===== config.mk =====
export PLATFORM = sky130hd
export DESIGN_NAME = dma_align_seq
export DESIGN_NICKNAME = d
export VERILOG_FILES = /design/src/design/dma_align_pkg.sv /design/src/design/dma_step_calc.sv /design/src/design/dma_addr_track.sv /design/src/design/dma_align_seq.sv
export SDC_FILE = /design/constraint.sdc
export NUM_CORES = 1
export LEC_CHECK = 0
export ABC_AREA = 1
export BUFFER_PORTS_ARGS = -buffer_cell sky130_fd_sc_hd__buf_2
export CORE_ASPECT_RATIO = 1.4
export CORE_MARGIN = 5
export CORE_UTILIZATION = 35
export DETAILED_ROUTE_END_ITERATION = 10
export SLEW_MARGIN = 20
export SYNTH_ARGS = -nofsm -noshare
export SYNTH_HDL_FRONTEND = slang
export SYNTH_SLANG_ARGS = --single-unit

===== constraint.sdc =====
create_clock -name clk_i -period 2.6 [get_ports clk_i]
set_input_delay 0.39 -clock clk_i [delete_from_list [all_inputs] [get_ports clk_i]]
set_output_delay 0.39 -clock clk_i [all_outputs]
set_load 0.03 [all_outputs]

===== src/design/dma_align_pkg.sv =====
// Constants, types and register map of the DMA alignment sequencer
// Function
// - Incrementing byte/short/word transfers accept any address, count
// - Incrementing or sub-quad block mode: one-byte count granularity
// - Byte requests until aligned, then programmed, bytes finish
// - Source may be reread while aligning; tolerate it
// - One acknowledge per request; requester paces from acknowledge
// - Short/word mixed pairings use byte requests when unaligned
// - Listed pairings keep alignment optimisation on unaligned blocks
// - Demand modes also run fully unaligned
// - Acknowledge held for whole resulting bus request
// - Fly-by leaves data bus undriven
package dma_align_pkg;

    // Register byte offsets
    localparam logic [7:0] CTRL_OFS = 8'h00;
    localparam logic [7:0] SRC_OFS  = 8'h04;
    localparam logic [7:0] DST_OFS  = 8'h08;
    localparam logic [7:0] CNT_OFS  = 8'h0C;
    localparam logic [7:0] STAT_OFS = 8'h10;
    localparam logic [7:0] ACKS_OFS = 8'h14;

    // Control field positions
    localparam int unsigned CTRL_START_BIT  = 0;
    localparam int unsigned CTRL_DEMAND_BIT = 1;
    localparam int unsigned CTRL_FLYBY_BIT  = 2;
    localparam int unsigned CTRL_SRCSYN_BIT = 3;
    localparam int unsigned CTRL_SLEN_LSB   = 4;
    localparam int unsigned CTRL_DLEN_LSB   = 6;
    localparam int unsigned CTRL_SFIX_BIT   = 8;
    localparam int unsigned CTRL_DFIX_BIT   = 9;
    localparam int unsigned CTRL_FLYST_BIT  = 10;
    localparam int unsigned CTRL_WIDTH      = 11;

    // Status field positions
    localparam int unsigned STAT_BUSY_BIT = 0;
    localparam int unsigned STAT_DONE_BIT = 1;

    // Reset values
    localparam logic [31:0] CTRL_RST = 32'h0000_0000;
    localparam logic [31:0] ADDR_RST = 32'h0000_0000;
    localparam logic [31:0] CNT_RST  = 32'h0000_0000;

    // Request length codes
    typedef enum logic [1:0] {
        LEN_BYTE  = 2'h0,
        LEN_SHORT = 2'h1,
        LEN_WORD  = 2'h2,
        LEN_QUAD  = 2'h3
    } len_e;

    localparam logic [4:0] STEP_BYTE = 5'h01;
    localparam logic [4:0] STEP_QUAD = 5'h10;

    // Bus request towards the bus controller
    typedef struct packed {
        logic        valid;
        logic        write;
        logic        flyby;
        logic [31:0] addr;
        logic [4:0]  bytes;
    } bus_req_s;

endpackage


===== src/design/dma_step_calc.sv =====
// Chooses the byte size of the next bus request
`timescale 1ns/1ps
module dma_step_calc
    import dma_align_pkg::*;
(
    // Configuration
    input  wire len_e        src_len_i,
    input  wire len_e        dst_len_i,
    input  wire logic        flyby_i,
    input  wire logic        no_opt_i,
    // Progress
    input  wire logic [3:0]  src_off_i,
    input  wire logic [3:0]  dst_off_i,
    input  wire logic [31:0] count_i,
    // Result
    output logic      [4:0]  step_o
);

    len_e       base;
    logic [4:0] full;
    logic [3:0] mask;

    always_comb begin
        base = (src_len_i < dst_len_i) ? src_len_i : dst_len_i;
        full = (base == LEN_QUAD) ? STEP_QUAD : 5'(5'h01 << base);
        mask = 4'(full - 5'h01);
        if (flyby_i) begin
            step_o = (src_len_i == LEN_QUAD) ? STEP_QUAD : 5'(5'h01 << src_len_i);
        end else if (base == LEN_QUAD) begin
            step_o = STEP_QUAD;
        end else if (no_opt_i) begin
            step_o = STEP_BYTE;
        end else if (((src_off_i & mask) == 4'h0) && ((dst_off_i & mask) == 4'h0)
                     && (count_i >= 32'(full))) begin
            step_o = full;
        end else begin
            step_o = STEP_BYTE;
        end
    end

endmodule


===== src/design/dma_addr_track.sv =====
// Address register that holds or advances after each request
`timescale 1ns/1ps
module dma_addr_track
    import dma_align_pkg::*;
(
    // Clock and reset
    input  wire logic        clk_i,
    input  wire logic        rst_n_i,
    // Control
    input  wire logic        load_i,
    input  wire logic [31:0] load_val_i,
    input  wire logic        adv_i,
    input  wire logic        fixed_i,
    input  wire logic [4:0]  step_i,
    // Current address
    output logic      [31:0] addr_o
);

    logic [31:0] addr_r;

    always_ff @(posedge clk_i or negedge rst_n_i) begin
        if (!rst_n_i) begin
            addr_r <= ADDR_RST;
        end else if (load_i) begin
            addr_r <= load_val_i;
        end else if (adv_i && !fixed_i) begin
            addr_r <= addr_r + 32'(step_i);
        end
    end

    assign addr_o = addr_r;

endmodule


===== src/design/dma_align_seq.sv =====
// DMA channel alignment sequencer with APB registers
`timescale 1ns/1ps
module dma_align_seq
    import dma_align_pkg::*;
(
    // Clock and reset
    input  wire logic         clk_i,
    input  wire logic         rst_n_i,
    // APB slave
    input  wire logic         psel_i,
    input  wire logic         penable_i,
    input  wire logic         pwrite_i,
    input  wire logic [7:0]   paddr_i,
    input  wire logic [31:0]  pwdata_i,
    output logic      [31:0]  prdata_o,
    output logic              pready_o,
    output logic              pslverr_o,
    // Peripheral handshake
    input  wire logic         dma_request_line_i,
    output logic              dma_acknowledge_line_o,
    // Bus controller
    output bus_req_s          bus_req_o,
    input  wire logic         bus_done_i,
    input  wire logic [127:0] bus_rdata_i,
    output logic      [127:0] bus_wdata_o,
    output logic              bus_data_oe_o
);

    typedef enum logic [2:0] {
        S_IDLE,
        S_PICK,
        S_WAIT,
        S_LOAD,
        S_STORE,
        S_FLY
    } state_e;

    state_e       state_r;
    logic [CTRL_WIDTH-1:0] ctrl_r;
    logic [31:0]  src_cfg_r;
    logic [31:0]  dst_cfg_r;
    logic [31:0]  count_r;
    logic [31:0]  acks_r;
    logic         done_r;
    logic         armed_r;
    logic         wait_store_r;
    logic         no_opt_r;
    logic [4:0]   step_r;
    logic [127:0] hold_r;

    logic         apb_acc;
    logic         apb_wr;
    logic         start;
    logic         busy;
    logic [31:0]  src_addr;
    logic [31:0]  dst_addr;
    logic [4:0]   step_next;
    logic         xfer_end;
    logic         demand;
    logic         flyby;
    logic         src_sync;
    len_e         src_len;
    len_e         dst_len;
    logic         ack_phase;
    logic         req_take;
    logic [255:0] rot_in;
    logic [255:0] rot_out;
    logic [3:0]   blk_mask;
    len_e         new_slen;
    len_e         new_dlen;

    assign demand   = ctrl_r[CTRL_DEMAND_BIT];
    assign flyby    = ctrl_r[CTRL_FLYBY_BIT];
    assign src_sync = ctrl_r[CTRL_SRCSYN_BIT];
    assign src_len  = len_e'(ctrl_r[CTRL_SLEN_LSB +: 2]);
    assign dst_len  = len_e'(ctrl_r[CTRL_DLEN_LSB +: 2]);
    assign busy     = (state_r != S_IDLE);

    // APB: zero wait states, unmapped offsets answer with an error
    assign apb_acc   = psel_i && penable_i;
    assign apb_wr    = apb_acc && pwrite_i;
    assign pready_o  = 1'b1;
    assign start     = apb_wr && (paddr_i == CTRL_OFS) && pwdata_i[CTRL_START_BIT] && !busy;

    always_comb begin
        pslverr_o = 1'b0;
        prdata_o  = 32'h0000_0000;
        case (paddr_i)
            CTRL_OFS: prdata_o = {21'h000000, ctrl_r};
            SRC_OFS:  prdata_o = src_addr;
            DST_OFS:  prdata_o = dst_addr;
            CNT_OFS:  prdata_o = count_r;
            STAT_OFS: prdata_o = {30'h00000000, done_r, busy};
            ACKS_OFS: prdata_o = acks_r;
            default:  pslverr_o = apb_acc;
        endcase
    end

    // Configuration is frozen while a transfer runs
    always_ff @(posedge clk_i or negedge rst_n_i) begin
        if (!rst_n_i) begin
            ctrl_r <= CTRL_RST[CTRL_WIDTH-1:0];
        end else if (apb_wr && !busy && paddr_i == CTRL_OFS) begin
            ctrl_r <= {pwdata_i[CTRL_WIDTH-1:1], 1'b0};
        end
    end

    always_ff @(posedge clk_i or negedge rst_n_i) begin
        if (!rst_n_i) begin
            src_cfg_r <= ADDR_RST;
            dst_cfg_r <= ADDR_RST;
        end else if (apb_wr && !busy) begin
            if (paddr_i == SRC_OFS) begin
                src_cfg_r <= pwdata_i;
            end
            if (paddr_i == DST_OFS) begin
                dst_cfg_r <= pwdata_i;
            end
        end
    end

    // Any byte count is accepted; illegal settings are not policed
    always_ff @(posedge clk_i or negedge rst_n_i) begin
        if (!rst_n_i) begin
            count_r <= CNT_RST;
        end else if (apb_wr && !busy && paddr_i == CNT_OFS) begin
            count_r <= pwdata_i;
        end else if (xfer_end) begin
            count_r <= count_r - 32'(step_r);
        end
    end

    // Address trackers, fixed addresses never move
    dma_addr_track u_src (
        .clk_i      (clk_i),
        .rst_n_i    (rst_n_i),
        .load_i     (start),
        .load_val_i (src_cfg_r),
        .adv_i      (xfer_end),
        .fixed_i    (ctrl_r[CTRL_SFIX_BIT]),
        .step_i     (step_r),
        .addr_o     (src_addr)
    );

    dma_addr_track u_dst (
        .clk_i      (clk_i),
        .rst_n_i    (rst_n_i),
        .load_i     (start),
        .load_val_i (dst_cfg_r),
        .adv_i      (xfer_end && !flyby),
        .fixed_i    (ctrl_r[CTRL_DFIX_BIT]),
        .step_i     (step_r),
        .addr_o     (dst_addr)
    );

    dma_step_calc u_step (
        .src_len_i (src_len),
        .dst_len_i (dst_len),
        .flyby_i   (flyby),
        .no_opt_i  (no_opt_r),
        .src_off_i (src_addr[3:0]),
        .dst_off_i (dst_addr[3:0]),
        .count_i   (count_r),
        .step_o    (step_next)
    );

    // Lengths come from the start write itself; ctrl_r still holds the old ones
    assign new_slen = len_e'(pwdata_i[CTRL_SLEN_LSB +: 2]);
    assign new_dlen = len_e'(pwdata_i[CTRL_DLEN_LSB +: 2]);

    // Pairings without the optimisation fall back to bytes when unaligned
    always_comb begin
        blk_mask = (new_slen < new_dlen) ? 4'(5'(5'h01 << new_slen) - 5'h01)
                                         : 4'(5'(5'h01 << new_dlen) - 5'h01);
    end

    always_ff @(posedge clk_i or negedge rst_n_i) begin
        if (!rst_n_i) begin
            no_opt_r <= 1'b0;
        end else if (start) begin
            no_opt_r <= (new_slen != LEN_BYTE) && (new_dlen != LEN_BYTE)
                        && !(new_slen == LEN_WORD && new_dlen == LEN_WORD)
                        && (new_slen != LEN_QUAD)
                        && (((src_cfg_r[3:0] | dst_cfg_r[3:0]) & blk_mask) != 4'h0);
        end
    end

    // Request handshake: each assertion is served at most once
    assign req_take = (state_r == S_WAIT) && dma_request_line_i && armed_r;

    always_ff @(posedge clk_i or negedge rst_n_i) begin
        if (!rst_n_i) begin
            armed_r <= 1'b1;
        end else if (req_take) begin
            armed_r <= 1'b0;
        end else if (!dma_request_line_i) begin
            armed_r <= 1'b1;
        end
    end

    // Main sequence
    assign xfer_end = bus_done_i && ((state_r == S_STORE) || (state_r == S_FLY));

    always_ff @(posedge clk_i or negedge rst_n_i) begin
        if (!rst_n_i) begin
            state_r      <= S_IDLE;
            wait_store_r <= 1'b0;
            step_r       <= STEP_BYTE;
        end else begin
            case (state_r)
                S_IDLE: begin
                    if (start) begin
                        state_r <= S_PICK;
                    end
                end
                S_PICK: begin
                    step_r       <= step_next;
                    wait_store_r <= 1'b0;
                    if (count_r == 32'h0000_0000) begin
                        state_r <= S_IDLE;
                    end else if (flyby) begin
                        state_r <= demand ? S_WAIT : S_FLY;
                    end else if (demand && src_sync) begin
                        state_r <= S_WAIT;
                    end else begin
                        state_r <= S_LOAD;
                    end
                end
                S_WAIT: begin
                    if (req_take) begin
                        if (flyby) begin
                            state_r <= S_FLY;
                        end else if (wait_store_r) begin
                            state_r <= S_STORE;
                        end else begin
                            state_r <= S_LOAD;
                        end
                    end
                end
                S_LOAD: begin
                    if (bus_done_i) begin
                        if (demand && !src_sync) begin
                            wait_store_r <= 1'b1;
                            state_r      <= S_WAIT;
                        end else begin
                            state_r <= S_STORE;
                        end
                    end
                end
                S_STORE, S_FLY: begin
                    if (bus_done_i) begin
                        state_r <= S_PICK;
                    end
                end
                default: state_r <= S_IDLE;
            endcase
        end
    end

    // Done is sticky; a new start clears it
    always_ff @(posedge clk_i or negedge rst_n_i) begin
        if (!rst_n_i) begin
            done_r <= 1'b0;
        end else if (state_r == S_PICK && count_r == 32'h0000_0000) begin
            done_r <= 1'b1;
        end else if (start) begin
            done_r <= 1'b0;
        end
    end

    // Acknowledge covers the whole request that answers the peripheral
    always_comb begin
        case (state_r)
            S_LOAD:  ack_phase = demand && src_sync;
            S_STORE: ack_phase = demand && !src_sync;
            S_FLY:   ack_phase = 1'b1;
            default: ack_phase = 1'b0;
        endcase
    end

    assign dma_acknowledge_line_o = ack_phase;

    always_ff @(posedge clk_i or negedge rst_n_i) begin
        if (!rst_n_i) begin
            acks_r <= 32'h0000_0000;
        end else if (start) begin
            acks_r <= 32'h0000_0000;
        end else if (ack_phase && bus_done_i) begin
            acks_r <= acks_r + 32'h0000_0001;
        end
    end

    // Source bytes are steered to destination lanes; repeated reads are harmless
    always_comb begin
        rot_in  = {bus_rdata_i, bus_rdata_i} >> {src_addr[3:0], 3'b000};
        rot_out = {rot_in[127:0], rot_in[127:0]} << {dst_addr[3:0], 3'b000};
    end

    always_ff @(posedge clk_i or negedge rst_n_i) begin
        if (!rst_n_i) begin
            hold_r <= 128'h0;
        end else if (state_r == S_LOAD && bus_done_i) begin
            hold_r <= rot_out[255:128];
        end
    end

    assign bus_wdata_o   = hold_r;
    assign bus_data_oe_o = (state_r == S_STORE);

    // Bus request; fly-by uses the source address only
    always_comb begin
        bus_req_o.valid = (state_r == S_LOAD) || (state_r == S_STORE) || (state_r == S_FLY);
        bus_req_o.write = (state_r == S_STORE)
                          || ((state_r == S_FLY) && ctrl_r[CTRL_FLYST_BIT]);
        bus_req_o.flyby = (state_r == S_FLY);
        bus_req_o.addr  = (state_r == S_STORE) ? dst_addr : src_addr;
        bus_req_o.bytes = step_r;
    end

endmodule


==> results of run 1 <==
## area by class of cell
| cell class | count | share of cell area |
|---|---|---|
| multi-input combinational | 3754 | 0.517 |
| clock inverter | 10 | 0.00400 |
| antenna | 17 | 0.00116 |
| tap | 1079 | 0.0369 |
| clock buffer | 59 | 0.0317 |
| inverter | 243 | 0.0261 |
| sequential | 341 | 0.234 |
| timing repair buffer | 705 | 0.150 |
## worst min-delay path: stages
cell       delay (ps)
buf_2             110
nand2_1            70
o2111ai_1          70
## kinds of logic after synthesis
group                      share of synthesized area
xor gates and xnor gates                      0.0204
buffers and inverters                         0.0772
and+or+nand+nor                                0.518
adders and majority gates                     0.0110
other                                       0.000257
DFF                                            0.292
AOI/OAI and AO/OA                             0.0815
## path summary, 6_finish.rpt
path	depth (start not counted)	start	end	slack (ps)
setup / recovery	6	u_dst.addr_o[0]	prdata_o[0]	60
hold / removal	3	pwdata_i[11]	count_r[11]	90
setup reg to reg	14	u_src.addr_o[0]	bus_wdata_o[40]	60
hold reg to reg	2	armed_r	armed_r	470
max in group asynchronous	3	rst_n_i	dst_cfg_r[24]	1420
min in group asynchronous	2	rst_n_i	count_r[22]	330
## per-layer routing
layer | wire, µm | up-vias | global-route usage
met3 | 9500 | 649 | 0.0529
li1 | - | 17200 | -
met2 | 81800 | 1816 | 0.639
met4 | 21100 | 4 | 0.350
met5 | 24 | - | 0
met1 | 50400 | 17700 | 0.322
## timing repair
| action | CTS | global route |
|---|---|---|
| setup buffers | 5 | 7 |
| gates resized for setup | 67 | 133 |
| pin swaps | 2 | 23 |
| endpoints found under the setup margin | 142 | 75 |
| hold endpoints to repair | 38 | 0 |
| gates cloned | 4 | 3 |
| hold buffers | 2 | 0 |
## through the flow
stage          total power (W)  worst slack, ps  setup TNS (ps)  area [µm²]
4_1_cts                 0.0545            -16.2           -19.3       36000
2_1_floorplan           0.0342            -50.8           -82.8       29200
3_3_place_gp            0.0479             -417          -10400       34300
3_5_place_dp            0.0480             -430           -9530       34300
6_report                0.0558             56.2               0       36600
5_1_grt                 0.0597            -63.5            -282       36600
## state kept, by name, indices dropped and copies added (netlist names)
register and count:
bus_wdata_o 128, count_r 32, armed_r 1, no_opt_r 1
wait_store_r 1, done_r 1, state_r 3, u_dst.addr_o 32
ctrl_r 10, dst_cfg_r 32, src_cfg_r 32, acks_r 32
u_src.addr_o 32, step_r 4
## power breakdown
part           switching [W]  total [W]  internal, W
Sequential           0.00188    0.00906      0.00718
Combinational         0.0280     0.0410       0.0130
Clock                0.00241    0.00580      0.00339
Total                 0.0323     0.0558       0.0236
## layout by cell type (no fill, tap or decap), drive strengths merged, types with 3 or more instances in the layout
| master | netlist | final |
|---|---|---|
| fa | 3 | 3 |
| xor2 | 65 | 65 |
| buf | 153 | 698 |
| inv | 241 | 238 |
| nand2 | 961 | 961 |
| o21ai | 199 | 199 |
| a21boi | 4 | 4 |
| diode | 0 | 17 |
| o211ai | 33 | 33 |
| dfrtp | 339 | 339 |
| clkinv | 2 | 10 |
| bufinv | 0 | 3 |
| o2111ai | 4 | 4 |
| a21oi | 65 | 65 |
| o221ai | 41 | 41 |
| a221oi | 6 | 6 |
| nor2 | 167 | 167 |
| clkbuf | 166 | 62 |
| xnor2 | 3 | 3 |
| o22ai | 29 | 29 |
| nor4 | 26 | 26 |
| nand3 | 1991 | 1991 |
| nor3 | 66 | 66 |
| nand4 | 39 | 39 |
| o31ai | 3 | 3 |
| or2 | 5 | 5 |
| ha | 21 | 21 |
| a31oi | 5 | 5 |
==> flow_summary_export.csv, run 1 <==
group,metric,value,unit
clock_tree,path_clk_slew,70,ps
critical_path,critPathKind,"register to output port",
die,row_count,125,
timing,period_share,0.978,
status,outcome,"complete, no violations",
routing,drt.antenna.violating_nets,0,
min_path,hp-class,"input pin to register",
clock_tree,cts_buffer_depth,3,
synth,syn_nets,4856,
synth,synthesis.area,29200,µm²
global_route,antenna_found_initial,19,
die,fp.coreArea,82900,µm²
layout,final_core_util,0.442,
synth,synthTopCellsByArea,"nand3_1 34%, dfrtp_1 29%, nand2_1 12%",
clock_tree,insertion_delay,590,ps
timing,rsz0062_at_grt,"true",
routing,drt-wirelength-per-cell,26.2,µm
layout,regArea,8570,µm²
die,dieArea,89400,µm²
timing,relSlewSlack,0.518,
synth,postSynthAreaPerCell,6.27,µm²
clock_tree,tritoncts,"built",
synth,synth-async-reset-ratio,1.00,
synth,ys_types,57,
pwr,p_leak,17.2,nW
critical_path,end_kind,"output port",
global_route,grt_max_degree,83,
timing,worst_slew_pin_slew,722,ps
layout,synthToLayoutAreaGrowth,25.3,%
synth,synth_cells,4657,
synth,yosys_warnings,0,
synth,synth-seq-area-share,0.292,
timing,hold_ws,91.2,ps
die,die_h,352,µm
pwr,peakVddDrop,0.931,mV
timing,maxSlewViolCount,0,
run,drv_cap,0,
layout,multi_input_area,18900,µm²
layout,fillers,8756,
synth,synth_top_area_frac,0.341,
critical_path,max_stage_delay,450,ps
timing,finalHoldViolations,0,
synth,synthFlopType,"dfrtp_1",
routing,wirelength,163000,µm
critical_path,cp_max_fo,40,
die,die_w,254,µm
critical_path,crit_arrival,2150,ps
layout,drive_gt1_frac,0.181,
synth,yosysTopAreaCell,"nand3_1",
critical_path,crit_path_frequent_cell,"buf_4",
synth,synthTopCellsByCount,"1989 x nand3_1, 953 x nand2_1, 339 x dfrtp_1, 228 x inv_1, 194 x o21ai_0",
clock_tree,clockRootBuffer,"clkbuf_16",
critical_path,crit_chain,"buf_16 -> clkinv_8 -> buf_12 -> buf_4 -> o221ai_2 -> buf_4",
routing,drt-pass1-iter-count,10,
placement,portBuffers,376,
timing,fin_crit,2540,ps
placement,dpl.cell_count,6103,
placement,place_congestion,1.02,
timing,setup_viol,0,
routing,viasPerCell,6.02,
critical_path,worstPathRequired,2210,ps
pwr,powerDensity,1520,nW/µm²
routing,vias,37400,
timing,finClkSkew,29.3,ps
clock_tree,cts_buffers,39,
clock_tree,cts_htree_levels,2,
synth,synth_seq_cells,341,
layout,stdcell_count,6208,
global_route,grt_pass1_vias,36600,
global_route,grt_pass1_wl,233000,µm
synth,synth_edf_count,0,
die,io_pins,379,
routing,drc,0,
global_route,track_usage,0.350,
die,start_util,0.353,
critical_path,start_kind,"register",
critical_path,cp.buffers_inverters,5,
synth,synth_most_common_cell,"nand3_1",
placement,dp_hpwl,129000,µm
layout,nets,5283,
routing,drt_first_iter_violations,3719,
critical_path,slowest_stage,"dfrtp_4",
clock_tree,cts.sinks,341,
critical_path,crit_family,"buffers and inverters",
timing,fmax,0.393,GHz
global_route,gr-total-overflow,0,
No activity file was read; power rests on OpenSTA's default activity.
==> inputs of run 2 (changes only) <==
--- a/config.mk
+++ b/config.mk
@@ -9,7 +9,7 @@
 export BUFFER_PORTS_ARGS = -buffer_cell sky130_fd_sc_hd__buf_2
 export CORE_ASPECT_RATIO = 1.4
 export CORE_MARGIN = 5
-export CORE_UTILIZATION = 35
+export CORE_UTILIZATION = 40
 export DETAILED_ROUTE_END_ITERATION = 10
 export SLEW_MARGIN = 20
 export SYNTH_ARGS = -nofsm -noshare
==> run 2 against run 1 <==
  * Largest cell class unchanged
  * Global-route usage rose by 3.5 points
  * Highest routed layer is now met4
  * Hold slack worse by 24 ps
  * Largest power group unchanged
  * The run now ends with setup timing left
  * Utilization up 4.7 points
==> flow_summary_export.csv, run 2 (same netlist as run 1, synthesis figures left out) <==
group,metric,value,unit
placement,dpl.cell_count,5929,
layout,synthToLayoutAreaGrowth,21.5,%
die,fp.coreArea,72600,µm²
global_route,grt_pass1_vias,36800,
global_route,gr-total-overflow,0,
layout,drive_gt1_frac,0.168,
placement,dp_hpwl,124000,µm
routing,drt-wirelength-per-cell,26.3,µm
layout,stdcell_count,6007,
pwr,power.clock.fraction,0.105,
global_route,grt_pass1_wl,227000,µm
pwr,powerDensity,1550,nW/µm²
pwr,peakVddDrop,0.746,mV
pwr,switching_share,0.587,
layout,final_cell_mix,"1950 x nand3_1, 942 x nand2_1, 358 x buf_2, 330 x dfrtp_1, 221 x buf_4",
die,io_pins,379,
routing,drc,0,
clock_tree,cts_buffers,40,
global_route,antenna_found_initial,6,
pwr,pwr-share-comb,0.731,
clock_tree,insertion_delay,590,ps
timing,period_share,1.02,
timing,rsz0062_at_grt,"true",
timing,setup_viol,5,
status,failed_checks,"setup timing",
die,row_count,117,
global_route,grt_max_degree,132,
critical_path,start_kind,"register",
timing,maxSlewViolCount,0,
critical_path,end_kind,"output port",
layout,largest_register_ffs,128,
critical_path,crit_chain,"nor2_1 -> inv_1 -> nor2_4 -> buf_12 -> o21ai_0 -> buf_2",
timing,postLayoutSetupSlackWorst,-46.0,ps
timing,fin_crit,2650,ps
status,outcome,"finished, violations left",
critical_path,crit_family,"buffers and inverters",
die,die_w,238,µm
timing,finalHoldViolations,0,
run,drv_cap,0,
pwr,switchingPower,0.0323,W
routing,drt.antenna.violating_nets,0,
clock_tree,cts_buffer_depth,3,
routing,drt_first_iter_violations,4179,
die,die_h,330,µm
critical_path,cp_max_fo,64,
clock_tree,clockRootBuffer,"clkbuf_16",
min_path,hp-class,"input pin to register",
pwr,p_leak,16.7,nW
layout,final_common_cell,"nand3_1",
placement,dp_slack,-194,ps
critical_path,slowest_stage,"o21ai_0",
clock_tree,tritoncts,"built",
critical_path,cp.buffers_inverters,3,
critical_path,worstPathRequired,2210,ps
placement,place_congestion,1.09,
die,start_util,0.402,
critical_path,crit_arrival,2260,ps
pwr,internal_power,0.0227,W
routing,viasPerCell,6.21,
clock_tree,cts_htree_levels,2,
placement,portBuffers,376,
routing,drt-pass1-iter-count,9,
pwr,total_power,0.0550,W
global_route,track_usage,0.385,
timing,worst_slew_pin_slew,946,ps
routing,wirelength,158000,µm
layout,nets,5222,
timing,relSlewSlack,0.369,
pwr,pwr-share-seq,0.164,
clock_tree,cts.sinks,341,
routing,vias,37300,
die,dieArea,78600,µm²
critical_path,critPathKind,"register to output port",
critical_path,max_stage_delay,430,ps
clock_tree,path_clk_slew,60,ps
timing,fmax,0.378,GHz
timing,finClkSkew,19.0,ps
run 2: changes by cell type in the layout (fill, tap and decap cells not counted), moves of 4 or more:
cell / change
nand3_1: -11
o21ai_0: +14
o21ai_2: -15
buf_4: -47
buf_12: -14
diode_2: -13
clkinv_2: +6
nor2_1: +5
nand3_2: +14
buf_16: -4
buf_2: +10
run 2: tightest hold or removal path, cell delays in order:
cell and delay (ps):
buf_2 100, nand2_1 50, nand3_1 80
run 2: final cells by class:
cell class | instances | area [µm²]
tap | 952 | 1190
timing repair buffer | 643 | 4650
inverter | 243 | 938
fill | 7711 | 37100
antenna | 4 | 10.0
multi-input combinational | 3754 | 18800
sequential | 341 | 8570
clock inverter | 13 | 151
clock buffer | 57 | 1140
run 2: stage by stage:
stage	hold WS [ps]	setup TNS, ps	util	area, µm²
floorplan	94.4	-82.8	-	29200
global placement	287	-1380	0.463	33600
detailed placement	288	-1200	0.463	33600
CTS	36.2	0	0.483	35100
global route	68.9	-794	0.489	35500
finish	67.4	-115	0.489	35500
run 2: timing repair:
item / 4_1_cts / 5_1_grt
gates resized for setup: 30 / 103
setup endpoints to repair: 24 / 139
buffers inserted: 2 / 1
hold buffers: 2 / 0
endpoints found under the hold margin: 19 / 0
pin swaps: 10 / 16
gates cloned: 1 / 1
run 2: power by group through the flow:
stage | clock (W) | combinational [W] | sequential (W)
6_report | 0.00579 | 0.0402 | 0.00903
5_1_grt | 0.00605 | 0.0433 | 0.00919
4_1_cts | 0.00586 | 0.0387 | 0.00899
3_5_place_dp | 0 | 0.0384 | 0.00903
3_3_place_gp | 0 | 0.0382 | 0.00904
2_1_floorplan | 0 | 0.0239 | 0.0103
run 2: path summary, 6_finish.rpt:
check	from	to	slack, ps	cells after the start
max reg2reg	u_src.addr_o[1]	bus_wdata_o[51]	30	12
min	pwdata_i[31]	count_r[31]	70	3
max in group asynchronous	rst_n_i	bus_wdata_o[61]	1390	4
min in group asynchronous	rst_n_i	bus_wdata_o[32]	280	2
max	state_r[0]	bus_req_o[22]	-50	6
min reg2reg	bus_wdata_o[95]	bus_wdata_o[95]	470	2
run 2: metal layers:
layer / track usage / up-vias / routed length (µm)
met5: 0 / - / 0
met4: 0.407 / 0 / 21800
met3: 0.0589 / 738 / 9490
met2: 0.700 / 1975 / 79000
met1: 0.347 / 17500 / 47500
li1: - / 17100 / -
